`src/ldo_setpoint_pkg.sv`:
```
// Function
// Register sits at address 0x13 and resets to 0x38.
// Writes take effect only while the password unlock is satisfied.
// Bit 7 is reserved, read-only, always reads 0.
// Tracking bit 6 makes setpoint follow third buck setting; resets to 0.
// Clear tracking uses six-bit code; 0 is 0.9 V, 0x38 up is 3.3 V.
// Setpoint code LSB is not programmable; writes to it are ignored.
// Reserved-bit writes ignored; reads return stored tracking bit and code.
package ldo_setpoint_pkg;
  localparam logic [7:0] REG_ADDR        = 8'h13;
  localparam logic [7:0] REG_RESET       = 8'h38;
  localparam int         TRACK_BIT       = 6;
  localparam int         CODE_MSB        = 5;
  localparam int         CODE_W          = 6;
  localparam logic [5:0] CODE_MAX        = 6'h38;
  localparam logic [7:0] WRITABLE_MASK   = 8'h7E;
endpackage

```
`src/ldo_setpoint_control_register.sv`:
```
`timescale 1ns/100ps
module ldo_setpoint_control_register
  import ldo_setpoint_pkg::*;
(
  // Clock and asynchronous reset
  input  wire logic                           clk_in,
  input  wire logic                           reset_in,
  // Register access
  input  wire logic [7:0]                     addr_in,
  input  wire logic                           wr_en_in,
  input  wire logic [7:0]                     wr_data_in,
  input  wire logic                           unlocked_in,
  // Third buck converter setting, followed while tracking
  input  wire logic [ldo_setpoint_pkg::CODE_W-1:0] buck_code_in,
  // Read data and regulator controls
  output logic      [7:0]                     rd_data_out,
  output logic                                track_out,
  output logic      [ldo_setpoint_pkg::CODE_W-1:0] setpoint_code_out
);
  import ldo_setpoint_pkg::*;

  // Value shown after reset and for any other address
  localparam logic [7:0]        READ_IDLE  = 8'h00;
  // Writable bits of the code field alone
  localparam logic [CODE_W-1:0] CODE_MASK  = WRITABLE_MASK[CODE_MSB:0];
  // Reset value of the tracking field
  localparam logic              TRACK_INIT = REG_RESET[TRACK_BIT];
  // Reset value of the code field
  localparam logic [CODE_W-1:0] CODE_INIT  = REG_RESET[CODE_MSB:0];

  // Address decode of this register
  logic              hit;
  // Strobe, address and unlock seen together
  logic              wr_take;
  // Tracking bit carried by the write data
  logic              wr_track;
  // Code carried by the write data
  logic [CODE_W-1:0] wr_code;

  // Stored tracking field
  logic              track_r;
  // Tracking field after an accepted write
  logic              track_nxt;
  // Stored code; its LSB never leaves the reset value
  logic [CODE_W-1:0] code_r;
  // Code after an accepted write
  logic [CODE_W-1:0] code_nxt;

  // Byte as software reads it
  logic [7:0]        view;
  // Read data before its output flop
  logic [7:0]        rd_nxt;
  // Tracking flag before its output flop
  logic              track_out_nxt;

  // True when the bus address selects this register
  function automatic logic addr_match
  (
    input logic [7:0] a
  );
  begin
    addr_match = (a == REG_ADDR);
  end
  endfunction

  // Old value keeps protected bits, write supplies the rest
  function automatic logic [CODE_W-1:0] merge_code
  (
    input logic [CODE_W-1:0] old_v,
    input logic [CODE_W-1:0] new_v
  );
  begin
    merge_code = (old_v & ~CODE_MASK) | (new_v & CODE_MASK);
  end
  endfunction

  // Readable byte from the fields; reserved bit hard wired low
  function automatic logic [7:0] pack_view
  (
    input logic              trk,
    input logic [CODE_W-1:0] code
  );
  begin
    pack_view = {1'b0, trk, code};
  end
  endfunction

  // Selected byte, or the idle value for any other address
  function automatic logic [7:0] read_mux
  (
    input logic       sel,
    input logic [7:0] v
  );
  begin
    read_mux = sel ? v : READ_IDLE;
  end
  endfunction

  // Address decode shared by the write gate and the read select
  assign hit = addr_match(addr_in);

  // Field slices of the write data; bit 7 is never looked at
  assign wr_track = wr_data_in[TRACK_BIT];
  assign wr_code  = wr_data_in[CODE_MSB:0];

  // Write gate; locked or misaddressed writes vanish without a trace
  always_comb
  begin
    wr_take = 1'b0;
    if (wr_en_in)
    begin
      if (hit && unlocked_in)
      begin
        wr_take = 1'b1;
      end
    end
  end

  // Next tracking field
  always_comb
  begin
    track_nxt = track_r;
    if (wr_take)
    begin
      track_nxt = wr_track;
    end
  end

  // Next code; the LSB is masked so it stays at its reset value
  always_comb
  begin
    code_nxt = code_r;
    if (wr_take)
    begin
      code_nxt = merge_code(code_r, wr_code);
    end
  end

  // Tracking field storage
  always_ff @(posedge clk_in or posedge reset_in)
  begin
    if (reset_in)
    begin
      track_r <= TRACK_INIT;
    end
    else
    begin
      track_r <= track_nxt;
    end
  end

  // Code field storage
  always_ff @(posedge clk_in or posedge reset_in)
  begin
    if (reset_in)
    begin
      code_r <= CODE_INIT;
    end
    else
    begin
      code_r <= code_nxt;
    end
  end

  // Readable byte rebuilt from the fields every cycle
  always_comb
  begin
    view = pack_view(track_r, code_r);
  end

  // Read select; no read strobe, so polling any address is harmless
  always_comb
  begin
    rd_nxt = read_mux(hit, view);
  end

  // Read port registered; shows the byte stored before this edge
  always_ff @(posedge clk_in or posedge reset_in)
  begin
    if (reset_in)
    begin
      rd_data_out <= READ_IDLE;
    end
    else
    begin
      rd_data_out <= rd_nxt;
    end
  end

  // Tracking flag follows storage, in step with the code path
  always_comb
  begin
    track_out_nxt = track_r;
  end

  // Tracking flag out, one cycle behind storage like the code
  always_ff @(posedge clk_in or posedge reset_in)
  begin
    if (reset_in)
    begin
      track_out <= TRACK_INIT;
    end
    else
    begin
      track_out <= track_out_nxt;
    end
  end

  // Effective code: own field or third buck code, clamped and registered
  ldo_setpoint_select u_select (
    // Clock and reset
    .clk_in       (clk_in),
    .reset_in     (reset_in),
    // Stored fields
    .track_in     (track_r),
    .own_code_in  (code_r),
    // Third buck setting
    .buck_code_in (buck_code_in),
    // Registered, clamped code straight to the output
    .code_out     (setpoint_code_out)
  );

endmodule // ldo_setpoint_control_register

```
`src/ldo_setpoint_select.sv`:
```
`timescale 1ns/100ps
// Chooses the effective regulator code and clamps it
module ldo_setpoint_select
  import ldo_setpoint_pkg::*;
(
  input  wire logic              clk_in,
  input  wire logic              reset_in,
  input  wire logic              track_in,
  input  wire logic [CODE_W-1:0] own_code_in,
  input  wire logic [CODE_W-1:0] buck_code_in,
  output logic      [CODE_W-1:0] code_out
);
  // Codes above the top step all mean 3.3 V, so clamp once here
  function automatic logic [CODE_W-1:0] clamp_code(input logic [CODE_W-1:0] c);
    clamp_code = (c > CODE_MAX) ? CODE_MAX : c;
  endfunction

  // Registered output keeps the regulator input glitch free
  always_ff @(posedge clk_in or posedge reset_in)
  begin
    if (reset_in)
      code_out <= REG_RESET[CODE_MSB:0];
    else if (track_in)
      code_out <= clamp_code(buck_code_in);
    else
      code_out <= clamp_code(own_code_in);
  end
endmodule // ldo_setpoint_select

```
`config.mk`:
```
export PLATFORM = sky130hd
export DESIGN_NAME = ldo_setpoint_control_register
export DESIGN_NICKNAME = d
export VERILOG_FILES = /design/src/ldo_setpoint_pkg.sv /design/src/ldo_setpoint_control_register.sv /design/src/ldo_setpoint_select.sv
export SDC_FILE = /design/constraint.sdc
export NUM_CORES = 1
export LEC_CHECK = 0
export BUFFER_PORTS_ARGS = -buffer_cell sky130_fd_sc_hd__buf_2
export CORE_MARGIN = 4
export CORE_UTILIZATION = 38
export DETAILED_ROUTE_END_ITERATION = 8
export PLACE_DENSITY = 0.73
export SLEW_MARGIN = 40
export SYNTH_ARGS = -nofsm -noshare
export SYNTH_HDL_FRONTEND = slang
export SYNTH_SLANG_ARGS = --single-unit
```
`constraint.sdc`:
```
create_clock -name clk_in -period 0.9 [get_ports clk_in]
set_input_delay 0.09 -clock clk_in [delete_from_list [all_inputs] [get_ports clk_in]]
set_output_delay 0.09 -clock clk_in [all_outputs]
set_load 0.005 [all_outputs]
```
==> Yosys cells after proc, flatten, opt, wreduce, memory -nomap -nowiden <==
Index checks and enable logic that the tools add are counted.
{ "totals": {"reg_bits": 21, "inputBits": 26, "out_inout_bits": 15, "elab_cells": 16} }
{ "op_classes": {"n_lt_le_gt_ge": 2, "n_eq_ne": 1, "n_mux": 6, "bitwise": 1, "n_reduce_logical": 1} }
{ "ops": {"columns": ["cell", "n"], "rows": [
  ["$mux 6", 3],
  ["$gt 6x6->1 const B", 2],
  ["$eq 8x5->1 const B", 1],
  ["$mux 7", 1],
  ["$or 1x6->6", 1],
  ["$mux 1", 2],
  ["$logic_and 1x1->1", 1]
]} }

==> Logic depth before layout (Yosys ltp) <==
{ "depth": {"ltp_word": 4, "mapped_depth": 3, "mapped_depth_nobuf": 3} }

==> Hierarchy <==
A second synthesis with hierarchy kept.
{ "unflattened": {"cells_unflattened": 51, "hier_area_um2": 798.3} }
{ "modules_own_cells": {"columns": ["mod", "n_inst", "cells_each", "area_per_inst_um2"], "rows": [
  ["ldo_setpoint_control_register", 1, 35, 528.0],
  ["ldo_setpoint_select", 1, 16, 270.3]
]} }

==> Worst setup path after synthesis <==
No wires, ideal clock.
{ "synth_path": {"path_kind": "input port to flip-flop", "from": "in addr_in[7]", "to": "reg code_r[1]", "arrival_time_ps": 1431, "required_ps": 775, "path_slack_ps": -656, "path_stages": 3, "path_buffers": 0, "cell_sequence": "or4b_4 > nor4_4 > mux2_2"} }
{ "synth_via": {"elab_chain_cells": 4} }
{ "synth_rtl": {"columns": ["item", "line_no", "source"], "rows": [
  ["start, declared", "ldo_setpoint_control_register.sv:9", "input wire logic [7:0] addr_in,"],
  ["$eq 8x5->1", "ldo_setpoint_control_register.sv:62", "addr_match = (a == REG_ADDR);"],
  ["$logic_and 1x1->1", "ldo_setpoint_control_register.sv:112", "if (hit && unlocked_in)"],
  ["$mux 1", "ldo_setpoint_control_register.sv:112", null],
  ["$mux 1", "ldo_setpoint_control_register.sv:110", "if (wr_en_in)"],
  ["end signal, assigned", "ldo_setpoint_control_register.sv:161", "code_r <= code_nxt;"],
  ["end, declared", "ldo_setpoint_control_register.sv:45", "logic [CODE_W-1:0] code_r;"]
]} }
No other way between the ends.
A chain may end at the register's enable or synchronous reset.

==> Final worst setup path <==
{ "layout_path": {"from": "in addr_in[7]", "to": "reg track_r, in the netlist track_out_nxt"} }
{ "layout_via": {"elab_chain_cells": 4} }
{ "layout_rtl": {"columns": ["item", "line_no", "source"], "rows": [
  ["$eq 8x5->1", "ldo_setpoint_control_register.sv:62", null],
  ["$logic_and 1x1->1", "ldo_setpoint_control_register.sv:112", null],
  ["$mux 1", "ldo_setpoint_control_register.sv:112", null],
  ["$mux 1", "ldo_setpoint_control_register.sv:110", null],
  ["end signal, assigned", "ldo_setpoint_control_register.sv:148", "track_r <= track_nxt;"],
  ["end, declared", "ldo_setpoint_control_register.sv:41", "logic track_r;"]
]} }
No other way between the ends.

==> metrics.csv <==
stage,metric,value,unit
global_route,largest net degree at the start of global routing,21,
logic_synthesis,post-synthesis async set-or-reset flop share,100.0,%
logic_synthesis,post-synth top area share,46.36,%
cells_and_area,ratio of cells with drive above 1 in the final layout,72.90,%
pwr,Switching Power,0.3439,mW
pwr,Int Pwr,1.207,mW
global_route,initial antenna violation count,0,
pwr,Leakage,0.6567,nW
global_route,vias in the first global route,636,
clocking,Clock Path Buffers,2,
min_path,WHS Endpoint,u_select.code_out[1]$_DFF_PP0_,
floorplanning,std cell rows,15,
logic_synthesis,Seq cells post-synth,20,
critical_path,worst reg-to-reg setup slack,-0.05,ns
critical_path,CP Data Required Time,1.08,ns
pwr,PD cells,1248,nW/um^2
floorplanning,Die Y,52.60,um
route,DR DRC count,0,
cells_and_area,fillcell total,141,
min_path,hold path startpoint,buck_code_in[1],
pwr,Net Sw Frac,22.17,%
route,DR pass1 iterations,2,
logic_synthesis,Main synth FF type,dfrtp_1,
global_route,Overflow after GRT,0,
route,via count,597,
clocking,worst skew pair latency,0.29,ns
logic_synthesis,Cell variety after synth,15,
critical_path,reg2reg end,rd_data_out[6]$_DFF_PP0_,
clocking,clock sink count,20,
route,Post-DRT Antenna Nets,0,
timing,Final Critical Period,1.159,ns
timing,post-route worst setup slack,-0.2593,ns
cells_and_area,nets,134,
critical_path,Critical Path AT,1.34,ns
timing,f_max,0.8626,GHz
timing,unrepaired setup endpoints after global routing,true,
logic_synthesis,Post-synth top cells,"14 x dfrtp_1, 9 x mux2_2, 6 x and2_1, 6 x dfstp_2",
run,max cap viols,0,
route,number of DRC markers in iteration 0,1,
logic_synthesis,syn_area_per_cell,15.11,sq um
floorplanning,Core ar.,1802,sq um
timing,Final Max Tran Viols,0,
logic_synthesis,Post-Syn Area,755.7,sq um
cells_and_area,multi-input logic area,317.8,sq um
route,DRT Wirelength,1704,um
pwr,Comb pwr share,12.2,%
logic_synthesis,post-synthesis sequential area ratio,67.22,%
place,routability congestion estimate,0.7180,
timing,Final Hold Violating Endpoints,0,
clocking,CTS Buf Count,3,
clocking,CTS root buf,clkbuf_4,
floorplanning,count of boundary I/O pins,41,
critical_path,CP Launch Type,input port,
critical_path,CP Max Fanout,6,
place,# port buffers,37,
clocking,"Clk pin slew, worst setup/hold paths",0.11,ns
timing,fin crit share,128.8,%
cells_and_area,Seq. cell area,508.0,sq um
clocking,CTS tree,yes,
route,post-DR wirelength/cell,12.91,um
critical_path,endpoint class of the critical path,flip-flop,
logic_synthesis,cells after synthesis,50,
logic_synthesis,"area leader, netlist",dfrtp_1,
floorplanning,Die Area,2766,sq um
pwr,VDD IR-drop max,0.6692,mV
critical_path,worst reg2reg path startpoint,track_out_nxt$_DFFE_PP0P_,
timing,final setup fails,20,
min_path,worst hold stages,2,
min_path,Tightest Hold Check Type,input port to flip-flop,
status,status,"finished, violations left",
pwr,clock power share,27.4,%
global_route,first-pass GRT wire length,2635,um
floorplanning,initial core utilization,41.94,%
place,Cell Count Post-Placement,124,
clocking,H-tree depth,1,
cells_and_area,area grow syn2layout,64.40,%
status,failing checks,setup timing,
timing,Worst Skew,0.006173,ns
logic_synthesis,most common cell in the synthesized netlist,dfrtp_1,
global_route,Total Routing Usage GR,13.42,%
logic_synthesis,count of flip-flops with a built-in enable after synthesis,0,
cells_and_area,Inserted Diodes,0,
floorplanning,Die Wd,52.60,um
logic_synthesis,synth warn,0,
pwr,Seq pwr share,60.4,%
cells_and_area,Non-Filler Instances,132,
place,DP Wirelength,1225,um
route,Avg Vias per Cell,4.523,
critical_path,reg2reg path depth,3,
logic_synthesis,Area contributors post-synth,"dfrtp_1 46%, dfstp_2 21%, mux2_2 13%",
critical_path,critical path type,input port to flip-flop,
timing,setup TNS,-3.070,ns
==> critical path, stage by stage <==
cell,delay (ns)
buf_6,0.09
or4b_4,0.54
nor4_4,0.16
buf_6,0.17
mux2_4,0.29
==> how the worst max path moves through the flow <==
| stage | cells after the start | slack [ns] | endpoint | start |
|---|---|---|---|---|
| floorplan | 3 | -0.52 | code_r[1]$_DFFE_PP0P_ | addr_in[7] |
| global placement | 5 | -0.59 | track_out_nxt$_DFFE_PP0P_ | addr_in[7] |
| detailed placement | 5 | -0.64 | code_r[1]$_DFFE_PP0P_ | addr_in[7] |
| CTS | 5 | -0.27 | track_out_nxt$_DFFE_PP0P_ | addr_in[7] |
| global route | 5 | -0.25 | track_out_nxt$_DFFE_PP0P_ | addr_in[7] |
| finish | 5 | -0.26 | track_out_nxt$_DFFE_PP0P_ | addr_in[7] |
==> area by class of cell <==
class,count,share of cell area [%]
timing repair buffer,53,28.30
clock buffer,4,2.115
tap,25,2.518
multi-input combinational,28,25.58
sequential,20,40.89
inverter,2,0.6042
==> cells by family (layout without fill, tap and decap cells) <==
family	Yosys count	count (layout)	share of synthesized area, %
and+or+nand+nor	13	13	12.91
muxes	9	9	13.41
other	1	2	0.4962
AOI/OAI and AO/OA	4	4	3.974
DFF	20	20	67.22
buffers and inverters	3	59	1.987
==> layout by cell type (no fill, tap or decap), drive strengths merged <==
cell type / n
a22o: 2
a31oi: 2
and2: 6
buf: 51
clkbuf: 4
conb: 2
dfrtp: 14
dfstp: 6
dlygate4sd3: 2
inv: 2
mux2: 9
nand2: 2
nor3: 1
nor4: 2
or2: 1
or4b: 1
==> sequential cells by signal (all words and copies together) (netlist names) <==
name               count
code_r                 5
rd_data_out            7
track_out              1
track_out_nxt          1
u_select.code_out      6
==> routing by layer <==
layer	track usage, %	wire [um]	vias up
li1	-	-	284
met1	14.91	616	283
met2	23.14	939	28
met3	3.134	131	2
met4	7.660	17	0
met5	0	0	-
==> power groups by stage <==
| stage | sequential (mW) | combinational, mW | clock, mW |
|---|---|---|---|
| after floorplan | 0.953 | 0.0505 | 0 |
| after detailed placement | 0.949 | 0.146 | 0 |
| final | 0.936 | 0.189 | 0.426 |
| after global routing | 0.939 | 0.208 | 0.494 |
| after CTS | 0.934 | 0.170 | 0.431 |
| after global placement | 0.948 | 0.143 | 0 |
==> through the flow <==
| stage | power [mW] | instance area (sq um) | utilization, % | hold WS (ns) | setup slack [ns] |
|---|---|---|---|---|---|
| 5_1_grt | 1.640 | 1242 | 68.96 | -0.004420 | -0.2530 |
| 3_5_place_dp | 1.095 | 1059 | 58.75 | 0.1223 | -0.6432 |
| 2_1_floorplan | 1.003 | 759.5 | - | 0.04938 | -0.5170 |
| 3_3_place_gp | 1.091 | 1059 | 58.75 | 0.1184 | -0.5916 |
| 6_report | 1.551 | 1242 | 68.96 | 0.01907 | -0.2593 |
| 4_1_cts | 1.535 | 1174 | 65.14 | 0.003445 | -0.2679 |
==> what timing repair did <==
item,4_1_cts,5_1_grt
pin swaps,0,1
endpoints found under the setup margin,19,32
setup buffers,2,1
cloned,0,0
hold endpoints to repair,14,1
resized for setup,15,11
hold buffers,1,1
Power figures use the tool's default switching activity.
